## src/common/hcntb_pkg.sv

```systemverilog
package hcntb_pkg;
    // register byte addresses on the apb bus
    localparam logic [7:0] HCNTB_ADDR_CTRL = 8'h00;
    localparam logic [7:0] HCNTB_ADDR_CMD = 8'h04;
    localparam logic [7:0] HCNTB_ADDR_STATUS = 8'h08;
    localparam logic [7:0] HCNTB_ADDR_INT_STAT = 8'h0C;
    localparam logic [7:0] HCNTB_ADDR_INT_MASK = 8'h10;
    // control bits
    localparam int HCNTB_CTRL_NOTIFY_BIT = 0;
    localparam int HCNTB_CTRL_TEXT_BIT = 1;
    localparam logic [1:0] HCNTB_CTRL_RST = 2'h0;
    // command bits (fetch reads back while pending, self clearing)
    localparam int HCNTB_CMD_FETCH_BIT = 0;
    // status field positions
    localparam int HCNTB_ST_EVENTS_LSB = 0;
    localparam int HCNTB_ST_SENT_BIT = 8;
    localparam int HCNTB_ST_BUSY_BIT = 9;
    localparam int HCNTB_ST_COUNT_LSB = 16;
    // interrupt bits and reset of the mask
    localparam int HCNTB_INT_NOTIFY = 0;
    localparam int HCNTB_INT_FETCH = 1;
    localparam int HCNTB_INT_DROP = 2;
    localparam logic [2:0] HCNTB_INT_RST = 3'h0;
    // event layout
    localparam int HCNTB_NUM_OP_EVENTS = 6;
    localparam int HCNTB_TEXT_EVENT = 6;
    // text buffer depth
    localparam logic [5:0] HCNTB_BUF_DEPTH = 6'h28;
    // ascii bytes of the two replies
    localparam logic [7:0] HCNTB_NOTE_ID0 = 8'h51;
    localparam logic [7:0] HCNTB_NOTE_ID1 = 8'h55;
    localparam logic [7:0] HCNTB_FETCH_ID0 = 8'h54;
    localparam logic [7:0] HCNTB_FETCH_ID1 = 8'h42;
    localparam logic [7:0] HCNTB_ASCII_ZERO = 8'h30;
    localparam logic [7:0] HCNTB_ASCII_SEMI = 8'h3B;

    // one byte of the outgoing host stream, or one decoded character
    typedef struct packed {
        logic valid;
        logic [7:0] data;
    } hcntb_byte_t;

    // reply sequencer states
    typedef enum logic [3:0] {
        S_IDLE, S_N_ID0, S_N_ID1, S_N_D2, S_N_D1, S_N_D0, S_N_END,
        S_F_ID0, S_F_ID1, S_F_STAT, S_F_CNT1, S_F_CNT0, S_F_CHAR, S_F_END
    } hcntb_state_t;
endpackage

```

## src/design/hcntb_top.sv

```systemverilog
`timescale 1ns/10ps
`default_nettype none
module hcntb_top (
    input wire logic mclk,
    input wire logic nrst,
    input wire logic [7:0] paddr,
    input wire logic psel,
    input wire logic penable,
    input wire logic pwrite,
    input wire logic [31:0] pwdata,
    output logic [31:0] prdata,
    output logic pready,
    output logic pslverr,
    input wire logic [5:0] op_change,
    input wire logic [5:0] host_read,
    input wire logic host_cmd,
    input wire logic host_text_send_busy,
    input wire hcntb_pkg::hcntb_byte_t dec_char,
    output hcntb_pkg::hcntb_byte_t tx,
    input wire logic tx_ready,
    output logic irq
);
    logic [1:0] ctrl; // bit0 notify enable, bit1 text weight enable
    logic [2:0] int_stat; // sticky event flags
    logic [2:0] int_mask; // enables onto irq
    logic fetch_pend; // fetch requested, not yet started
    logic [5:0] op_ev; // operator event bits
    logic [6:0] reported; // bits already carried by a notification
    logic sent; // a notification is out and not yet fully read
    logic cmd_seen; // host talked after a fresh change since the last notification
    logic [6:0] note_val; // value carried by the notification in flight
    logic [7:0] mem [0:39]; // decoded text, linear
    logic [5:0] cnt; // characters held
    logic [5:0] snap; // count frozen for the reply
    logic [5:0] rd_idx; // next character to send
    logic in_fetch; // fetch reply in progress
    hcntb_pkg::hcntb_state_t state;
    logic [6:0] events;
    logic [6:0] new_bits;
    logic byte_slot;
    logic start_fetch;
    logic start_notify;
    logic buf_wr;
    logic buf_drop;
    logic fetch_done;
    logic apb_wr;
    logic [2:0] int_ev;
    logic [11:0] note_dig;
    logic [11:0] cnt_dig;
    logic [31:0] next_prdata;
    logic next_pslverr;

    // split a value below 200 into three bcd digits
    function automatic logic [11:0] to_dec(input logic [7:0] v);
        logic [7:0] r;
        logic [3:0] h;
        logic [3:0] t;
        r = v;
        h = 4'h0;
        t = 4'h0;
        if (r >= 8'h64) begin
            r = r - 8'h64;
            h = 4'h1;
        end
        for (int k = 1; k < 10; k++) begin
            if (r >= 8'(10 * k)) begin
                t = 4'(k);
            end
        end
        r = r - 8'(10 * t);
        return {h, t, r[3:0]};
    endfunction

    // the text weight is a level: present while text waits and the option is on
    assign events = {ctrl[hcntb_pkg::HCNTB_CTRL_TEXT_BIT] & (cnt != 6'h00),
        op_ev};
    assign new_bits = events & ~reported;
    assign byte_slot = !tx.valid || tx_ready;
    assign start_fetch = (state == hcntb_pkg::S_IDLE) && fetch_pend;
    // fetch wins over a notification; a blocked notification simply waits
    assign start_notify = (state == hcntb_pkg::S_IDLE) && !fetch_pend
        && ctrl[hcntb_pkg::HCNTB_CTRL_NOTIFY_BIT] && (new_bits != 7'h00)
        && (!sent || cmd_seen);
    // decoder is never paused by display settings; only full buffer or fetch reply drops
    assign buf_wr = dec_char.valid && (cnt < hcntb_pkg::HCNTB_BUF_DEPTH) && !in_fetch;
    assign buf_drop = dec_char.valid && !buf_wr;
    assign fetch_done = (state == hcntb_pkg::S_F_END) && byte_slot;
    assign apb_wr = psel && penable && pwrite && pready;
    assign note_dig = to_dec({1'b0, note_val});
    assign cnt_dig = to_dec({2'b00, snap});
    assign int_ev = {buf_drop, fetch_done, start_notify};

    // operator event bits, one per item; set wins over the host read
    generate
        for (genvar i = 0; i < hcntb_pkg::HCNTB_NUM_OP_EVENTS; i++) begin : g_ev
            always_ff @(posedge mclk or negedge nrst) begin
                if (!nrst) begin
                    op_ev[i] <= 1'b0;
                end else if (op_change[i]) begin
                    op_ev[i] <= 1'b1;
                end else if (host_read[i]) begin
                    op_ev[i] <= 1'b0;
                end
            end
        end
    endgenerate

    // bookkeeping of what the host already knows about
    always_ff @(posedge mclk or negedge nrst) begin
        if (!nrst) begin
            reported <= 7'h00;
            sent <= 1'b0;
            cmd_seen <= 1'b0;
            note_val <= 7'h00;
        end else begin
            if (start_notify) begin
                // all pending new bits go in one sum
                note_val <= new_bits;
                reported <= (reported | new_bits) & events;
                sent <= 1'b1;
                cmd_seen <= 1'b0;
            end else begin
                // bits read by the host drop out of the reported set
                reported <= reported & events;
                if ((reported & events) == 7'h00) begin
                    sent <= 1'b0;
                end
                // only a command after a fresh change releases it, never a stale one
                if (host_cmd && sent && (new_bits != 7'h00)) begin
                    cmd_seen <= 1'b1;
                end
            end
        end
    end

    // text buffer storage; no reset needed, count says what is valid
    always_ff @(posedge mclk) begin
        if (buf_wr) begin
            mem[cnt] <= dec_char.data;
        end
    end

    // character count and fetch bookkeeping
    always_ff @(posedge mclk or negedge nrst) begin
        if (!nrst) begin
            cnt <= 6'h00;
            snap <= 6'h00;
            in_fetch <= 1'b0;
            fetch_pend <= 1'b0;
        end else begin
            if (fetch_done) begin
                cnt <= 6'h00;
            end else if (buf_wr) begin
                cnt <= cnt + 6'h01;
            end
            if (start_fetch) begin
                snap <= cnt;
                in_fetch <= 1'b1;
            end else if (fetch_done) begin
                in_fetch <= 1'b0;
            end
            // a request during a reply is kept for after it
            if (apb_wr && paddr == hcntb_pkg::HCNTB_ADDR_CMD
                && pwdata[hcntb_pkg::HCNTB_CMD_FETCH_BIT]) begin
                fetch_pend <= 1'b1;
            end else if (start_fetch) begin
                fetch_pend <= 1'b0;
            end
        end
    end

    // reply sequencer: one byte per accepted slot on the stream
    always_ff @(posedge mclk or negedge nrst) begin
        if (!nrst) begin
            state <= hcntb_pkg::S_IDLE;
            tx <= '0;
            rd_idx <= 6'h00;
        end else if (state == hcntb_pkg::S_IDLE) begin
            if (tx_ready) begin
                tx.valid <= 1'b0;
            end
            if (start_fetch) begin
                state <= hcntb_pkg::S_F_ID0;
                rd_idx <= 6'h00;
            end else if (start_notify) begin
                state <= hcntb_pkg::S_N_ID0;
            end
        end else if (byte_slot) begin
            tx.valid <= 1'b1;
            unique case (state)
                hcntb_pkg::S_N_ID0: begin
                    tx.data <= hcntb_pkg::HCNTB_NOTE_ID0;
                    state <= hcntb_pkg::S_N_ID1;
                end
                hcntb_pkg::S_N_ID1: begin
                    tx.data <= hcntb_pkg::HCNTB_NOTE_ID1;
                    state <= hcntb_pkg::S_N_D2;
                end
                hcntb_pkg::S_N_D2: begin
                    tx.data <= hcntb_pkg::HCNTB_ASCII_ZERO | {4'h0, note_dig[11:8]};
                    state <= hcntb_pkg::S_N_D1;
                end
                hcntb_pkg::S_N_D1: begin
                    tx.data <= hcntb_pkg::HCNTB_ASCII_ZERO | {4'h0, note_dig[7:4]};
                    state <= hcntb_pkg::S_N_D0;
                end
                hcntb_pkg::S_N_D0: begin
                    tx.data <= hcntb_pkg::HCNTB_ASCII_ZERO | {4'h0, note_dig[3:0]};
                    state <= hcntb_pkg::S_N_END;
                end
                hcntb_pkg::S_N_END: begin
                    tx.data <= hcntb_pkg::HCNTB_ASCII_SEMI;
                    state <= hcntb_pkg::S_IDLE;
                end
                hcntb_pkg::S_F_ID0: begin
                    tx.data <= hcntb_pkg::HCNTB_FETCH_ID0;
                    state <= hcntb_pkg::S_F_ID1;
                end
                hcntb_pkg::S_F_ID1: begin
                    tx.data <= hcntb_pkg::HCNTB_FETCH_ID1;
                    state <= hcntb_pkg::S_F_STAT;
                end
                hcntb_pkg::S_F_STAT: begin
                    tx.data <= hcntb_pkg::HCNTB_ASCII_ZERO
                        | {7'h00, host_text_send_busy};
                    state <= hcntb_pkg::S_F_CNT1;
                end
                hcntb_pkg::S_F_CNT1: begin
                    // counts stay below 100, so the hundreds digit is dropped
                    tx.data <= hcntb_pkg::HCNTB_ASCII_ZERO | {4'h0, cnt_dig[7:4]};
                    state <= hcntb_pkg::S_F_CNT0;
                end
                hcntb_pkg::S_F_CNT0: begin
                    tx.data <= hcntb_pkg::HCNTB_ASCII_ZERO | {4'h0, cnt_dig[3:0]};
                    state <= (snap == 6'h00) ? hcntb_pkg::S_F_END : hcntb_pkg::S_F_CHAR;
                end
                hcntb_pkg::S_F_CHAR: begin
                    tx.data <= mem[rd_idx];
                    rd_idx <= rd_idx + 6'h01;
                    if (rd_idx + 6'h01 == snap) begin
                        state <= hcntb_pkg::S_F_END;
                    end
                end
                hcntb_pkg::S_F_END: begin
                    tx.data <= hcntb_pkg::HCNTB_ASCII_SEMI;
                    state <= hcntb_pkg::S_IDLE;
                end
                default: begin
                    state <= hcntb_pkg::S_IDLE;
                end
            endcase
        end
    end

    // software settings written on the access edge
    always_ff @(posedge mclk or negedge nrst) begin
        if (!nrst) begin
            ctrl <= hcntb_pkg::HCNTB_CTRL_RST;
            int_mask <= hcntb_pkg::HCNTB_INT_RST;
        end else if (apb_wr) begin
            if (paddr == hcntb_pkg::HCNTB_ADDR_CTRL) begin
                ctrl <= pwdata[1:0];
            end
            if (paddr == hcntb_pkg::HCNTB_ADDR_INT_MASK) begin
                int_mask <= pwdata[2:0];
            end
        end
    end

    // sticky interrupt flags; a new event beats a write-one clear
    always_ff @(posedge mclk or negedge nrst) begin
        if (!nrst) begin
            int_stat <= hcntb_pkg::HCNTB_INT_RST;
            irq <= 1'b0;
        end else begin
            if (apb_wr && paddr == hcntb_pkg::HCNTB_ADDR_INT_STAT) begin
                int_stat <= (int_stat & ~pwdata[2:0]) | int_ev;
            end else begin
                int_stat <= int_stat | int_ev;
            end
            irq <= |(int_stat & int_mask);
        end
    end

    // read mux; unmapped addresses answer zero with an error
    always_comb begin
        next_prdata = 32'h0000_0000;
        next_pslverr = 1'b0;
        unique case (paddr)
            hcntb_pkg::HCNTB_ADDR_CTRL: next_prdata[1:0] = ctrl;
            hcntb_pkg::HCNTB_ADDR_CMD: next_prdata[0] = fetch_pend;
            hcntb_pkg::HCNTB_ADDR_STATUS: begin
                next_prdata[hcntb_pkg::HCNTB_ST_EVENTS_LSB +: 7] = events;
                next_prdata[hcntb_pkg::HCNTB_ST_SENT_BIT] = sent;
                next_prdata[hcntb_pkg::HCNTB_ST_BUSY_BIT] = (state != hcntb_pkg::S_IDLE);
                next_prdata[hcntb_pkg::HCNTB_ST_COUNT_LSB +: 6] = cnt;
            end
            hcntb_pkg::HCNTB_ADDR_INT_STAT: next_prdata[2:0] = int_stat;
            hcntb_pkg::HCNTB_ADDR_INT_MASK: next_prdata[2:0] = int_mask;
            default: next_pslverr = 1'b1;
        endcase
    end

    // apb answer is ready in the first access cycle, so no wait states
    always_ff @(posedge mclk or negedge nrst) begin
        if (!nrst) begin
            pready <= 1'b0;
            prdata <= 32'h0000_0000;
            pslverr <= 1'b0;
        end else begin
            pready <= psel && !penable;
            prdata <= (psel && !penable && !pwrite) ? next_prdata : 32'h0000_0000;
            pslverr <= psel && !penable && next_pslverr;
        end
    end
endmodule
`default_nettype wire

```

## config.mk

```make
export PLATFORM = sky130hd
export DESIGN_NAME = hcntb_top
export DESIGN_NICKNAME = d
export VERILOG_FILES = /design/src/common/hcntb_pkg.sv /design/src/design/hcntb_top.sv
export SDC_FILE = /design/constraint.sdc
export NUM_CORES = 1
export LEC_CHECK = 0
export BUFFER_PORTS_ARGS = -buffer_cell sky130_fd_sc_hd__buf_2
export CAP_MARGIN = 20
export CORE_AREA = 2 2 182 220
export CTS_CLUSTER_DIAMETER = 50
export DETAILED_ROUTE_END_ITERATION = 10
export DIE_AREA = 0 0 184 222
export MAX_ROUTING_LAYER = met4
export PLACE_DENSITY_LB_ADDON = 0.08
export SETUP_SLACK_MARGIN = 0.5
export SYNTH_ARGS = -nofsm -noshare
export SYNTH_HDL_FRONTEND = slang
export SYNTH_SLANG_ARGS = --single-unit
```

## constraint.sdc

```tcl
create_clock -name mclk -period 7.8 [get_ports mclk]
set_input_delay 0.39 -clock mclk [delete_from_list [all_inputs] [get_ports mclk]]
set_output_delay 0.39 -clock mclk [all_outputs]
set_load 0.02 [all_outputs]
```

Yosys cells after proc, flatten, opt, wreduce, memory -nomap -nowiden. Memory sizes are Yosys's and may differ from the RTL's. Cells that the tools add are included. Widths: inputs -> output; s select.

Input bits: 69. Memories: 1. Output and inout port bits: 44. RAM bits: 320. Bits in registers: 88.

Memories: mem (depth 40, width 8, read ports 1, clocked after memory_dff 0, write ports 1, line hcntb_top.sv:32) `logic [7:0] mem [0:39];`.

Multiplexer cells: 66. Add/sub/neg operators: 5. Eq/ne operators: 22. $mul: 2. Bitwise operators: 12. Reductions and logical operators: 59. Magnitude comparators: 17.

Operators by type and width (number): $pmux 8 s12 (1); $pmux 4 s11 (1); $mux 6 (7); $mux 4 (8); $mux 1 (29); $reduce_bool 2->1 (13); $eq 4x4->1 const B (6); $ge 8x6->1 const B (3); $ge 8x7->1 const B (3); $mux 3 (8); $mux 22 (1); $and 7x7->7 (3); $logic_and 1x1->1 (20); $ge 6x6->1 const B (3); $eq 4x3->1 const B (4); $eq 8x4->1 const B (2); $ge 8x5->1 const B (2); $add 6x1->6 const B (2); $ge 6x5->1 const B (2); $reduce_bool 12->1 (1); $mux 2 (5); $mux 9 (1); $reduce_and 3->1 (3); $eq 4x2->1 const B (2); other kinds (39) (53).

Logic depth before layout (Yosys ltp).
Depth in word-level cells: 17. Mapped depth: 16. Mapped depth without buffers: 15.

Worst setup path before layout. Ideal clock, no wire load.

Path type: reg2reg. Start: reg note_val[2]. End: reg tx[2] (netlist name). Required time: 7659 ps. Path slack: 4309 ps. Arrival time: 3350 ps. Clock period less this slack: 3491 ps. Path buffers: 1. Cell stages (with the launch flop): 17. Library setup time: 141 ps. Cell sequence: dfrtp_1 clkbuf_1 inv_1 ha_1 nand2b_1 o21ai_0 o21ai_1 mux2_2 a311oi_2 inv_1 ha_1 fa_1 nand2b_1 a31oi_1 o21ai_0 a21oi_1 o21ai_0.

Cells in the longest elaborated chain, start to end: 15.

RTL lines: start: declaration (line hcntb_top.sv:31) `logic [6:0] note_val;`; start signal: assignment (line hcntb_top.sv:118) `note_val <= new_bits;`; $sub 7x7->8 or $ge 7x7->1 (tied branches) (line hcntb_top.sv:62, hcntb_top.sv:61); $mux 8 (*) (line hcntb_top.sv:61) `if (r >= 8'h64) begin`; $ge 8x4->1 (line hcntb_top.sv:66) `if (r >= 8'(10 * k)) begin`; $mux 1 (line hcntb_top.sv:66); $mux 2 (2 in a row) (line hcntb_top.sv:66); $mux 3 (4 in a row) (line hcntb_top.sv:66); $mux 4 (2 in a row) (line hcntb_top.sv:66); $mul 3x4->3 (line hcntb_top.sv:70) `r = r - 8'(10 * t);`; $sub 4x4->4 (line hcntb_top.sv:70); $pmux 8 s12 (*) (line hcntb_top.sv:190) `unique case (state)`; end: declaration (line hcntb_top.sv:19) `output hcntb_pkg::hcntb_byte_t tx,`.

Every way passes the cells marked *; elsewhere a longest branch is shown, timed or not. A chain may end at the register's enable or synchronous reset.

Final worst setup path.
Start: reg note_val[3]. End: reg tx[2] (netlist name).

The elaborated chain is that of the path after synthesis.

==> flow_summary_export.csv <==
group,metric,value,unit
run_status,status,"finished clean",
finish,fin_cells,1714,
cts,clock_latency,0.58,ns
placement,portBuffers,66,
timing,worstMarginPinSlew,1.027,ns
synthesis,synthTopCellsByCount,"edfxtp_1, nor2_1, dfrtp_1",
placement,dp.cells,1623,
synthesis,synth_top_area_frac,0.5573,
setup_path,crit_path_start,"note_val[3]",
setup_path,crit_slowest_cell,"fa_1",
synthesis,synth_area,17240,um^2
setup_path,crit_family,"compound AO/OA/AOI/OAI gates",
floorplanning,die-area,40850,um^2
floorplanning,start_util,0.4473,
route,drt_wl_total,41.05,mm
placement,dp_hpwl,26.34,mm
route,dr.pass1.iters,5,
synthesis,synthCells,1124,
worst_hold_path,hold_start,"dec_char[8]",
cts,cts_root_buf,"clkbuf_16",
timing,post-route-min-period,4.065,ns
route,drt_iter0_markers,708,
route,vias_per_cell,5.726,
timing,finalSetupTns,0,ns
job,drv_cap,0,
finish,finalNetCount,1270,
setup_path,crit_fanout,9,
setup_path,cp.arrival,4.48,ns
setup_path,path_cells,"inv_1, ha_1, nor3b_2, o21ai_0, o21ai_1, mux2_2, a311oi_2, inv_1, ha_1, fa_1, nand2b_1, a31oi_1, o21ai_0, a21oi_1, o21ai_0",
worst_hold_path,hp-class,"in -> reg",
timing,final-setup-viol-count,0,
timing,rsz0062_at_grt,"false",
floorplanning,core_area,38550,um^2
route,drc,0,
route,ant_nets,0,
synthesis,synth_edf_count,320,
finish,fill_cells,3286,
synthesis,ys_async_sr_fraction,0.2020,
synthesis,synthFlopType,"edfxtp_1",
synthesis,ys.warnings.count,0,
route,wire_per_inst,23.95,um
timing,fin_skew,0.03030,ns
cts,clkSinkCount,401,
cts,post_cts_buffers,0,
timing,hold_viol,0,
floorplanning,row_count,79,
setup_path,crit_top_cell,"o21ai_0",
power_and_ir_drop,p_leak,6.776,nW
grt,gr-total-overflow,0,
cts,htree_levels,2,
setup_path,startpoint_type,"register",
synthesis,synth_area_leaders,"edfxtp_1, dfrtp_1, mux4_2",
grt,grt_usage,0.2127,
finish,area_growth,12.58,%
setup_path,path_buf_inv,2,
grt,antenna_found_initial,0,
power_and_ir_drop,power_density,296.4,nW/um^2
cts,path_clk_slew,0.06,ns
cts,ctsResizeCount,0,
synthesis,yosysUniqueCellTypes,73,
timing,fin_crit_sh,0.5212,
grt,grt_pass1_vias,10022,
timing,final_max_slew_viol_count,0,
finish,drive_gt1_frac,0.1946,
grt,grt_pass1_wl,62.29,mm
floorplanning,die_x,184,um
floorplanning,ios,113,
cts,numCtsBuffers,44,
route,vias,9815,
synthesis,ys_seq_elements,401,
placement,gp_congestion,0.8978,
setup_path,r2r-start,"note_val[3]",
synthesis,synth_area_per_cell,15.34,um^2
cts,cts_tree,"built",
setup_path,cp-end-kind,"register",
synthesis,yosysMostFrequentCell,"edfxtp_1",
floorplanning,die_y,222,um
synthesis,yosysSeqAreaShare,0.6748,
grt,grt_max_degree,82,
synthesis,yosysTopAreaCell,"edfxtp_1",
timing,fmax,246.0,MHz
finish,diodes,0,
power_and_ir_drop,ir_drop,0.0001856,V
setup_path,critPathKind,"reg -> reg",
timing,max_slew_margin,0.3126,
setup_path,slowest_delay,0.49,ns
setup_path,required,8.21,ns
cts,clk_path_buf_depth,3,
==> flip-flops by register name, summed over array words and instances, names as in the netlist <==
signal and cells:
mem 320, prdata 15, tx 9, note_val 7, reported 7, cnt 6
events 6, rd_idx 6, snap 6, state 4, int_mask 3, int_stat 3
ctrl 2, cmd_seen 1, fetch_pend 1, in_fetch 1, irq 1, pready 1
pslverr 1, sent 1
==> path summary, 6_finish.rpt <==
kind | to | slack, ns | cells after the start
max | tx[2] | 3.73 | 15
max in group asynchronous | rd_idx[0] | 6.94 | 3
min | int_stat[2] | 0.07 | 2
max reg2reg | tx[2] | 3.73 | 15
min in group asynchronous | irq | 0.23 | 2
min reg2reg | int_stat[0] | 0.51 | 1
==> logic make-up (layout without fill, tap and decap cells) <==
logic type	Yosys count	count (layout)	synth area share
compound gates	194	194	0.07670
xor+xnor	15	15	0.007619
fa+ha+maj	10	10	0.007982
buf+inv	105	193	0.02975
flops	401	401	0.6748
mux	136	136	0.1272
other cells	1	17	0.0002175
simple gates	262	262	0.07568
==> through the flow <==
step           total power, W  utilization  hold slack [ns]  instance area [um^2]  setup slack, ns
5_1_grt              0.006014       0.5035          0.05515                 19410            3.416
4_1_cts              0.005827       0.5026          0.02536                 19370            3.727
2_1_floorplan        0.003473            -          0.09441                 17300            4.309
3_5_place_dp         0.003859       0.4655           0.4935                 17950            3.743
6_report             0.005754       0.5035          0.06530                 19410            3.735
3_3_place_gp         0.003855       0.4655           0.4803                 17950            3.809
==> cell type report <==
type                    count  area (um^2)  area share
inverters                  25        93.84    0.004834
repair buffers             86        535.5     0.02759
flip-flops and latches    401        11640      0.5997
well taps                 486        608.1     0.03133
multi-input cells         634         5175      0.2666
clock buffers              52         1152     0.05937
clock inverters            30        205.2     0.01057
==> worst register-to-register path, cell delays in order (launching register included) <==
cell      delay [ns]
dfrtp_1         0.48
inv_1           0.20
ha_1            0.19
nor3b_2         0.40
o21ai_0         0.24
o21ai_1         0.26
mux2_2          0.37
a311oi_2        0.44
inv_1           0.09
ha_1            0.21
fa_1            0.49
nand2b_1        0.06
a31oi_1         0.15
o21ai_0         0.11
a21oi_1         0.15
o21ai_0         0.09
==> cell usage in the layout (no fill, tap or decap), types with 13 or more instances in the layout <==
cell type  Yosys  routed
mux2i_1       56      56
dfrtp_1       81      79
edfxtp_1     320     320
o221ai_1      21      21
mux4_2        65      65
nor2_1        87      87
and2_1        13      13
inv_1         25      25
buf_2          7      65
mux2_2        15      15
nor2b_1       26      26
nand2_1       51      51
conb_1         1      17
nand3_1       17      17
o21ai_0       38      38
clkbuf_16      0      45
a21oi_1       36      36
==> power breakdown <==
part           switching (W)  internal (W)
clock               0.000856       0.00110
combinational       0.000674      0.000532
sequential          0.000184       0.00241
==> per-layer routing <==
metal	vias to the layer above	track usage	wire, um	part of all wire
li1	4487	-	-	-
met1	5011	0.2700	17330	0.42
met2	241	0.3507	20800	0.51
met3	76	0.03614	1774	0.043
met4	0	0.06503	1143	0.028
met5	-	-	0	0
==> what timing repair did <==
action	4_1_cts	5_1_grt
setup endpoints to repair	0	0
hold buffers	7	1
hold endpoints to repair	7	14
Power figures use the tool's default switching activity.
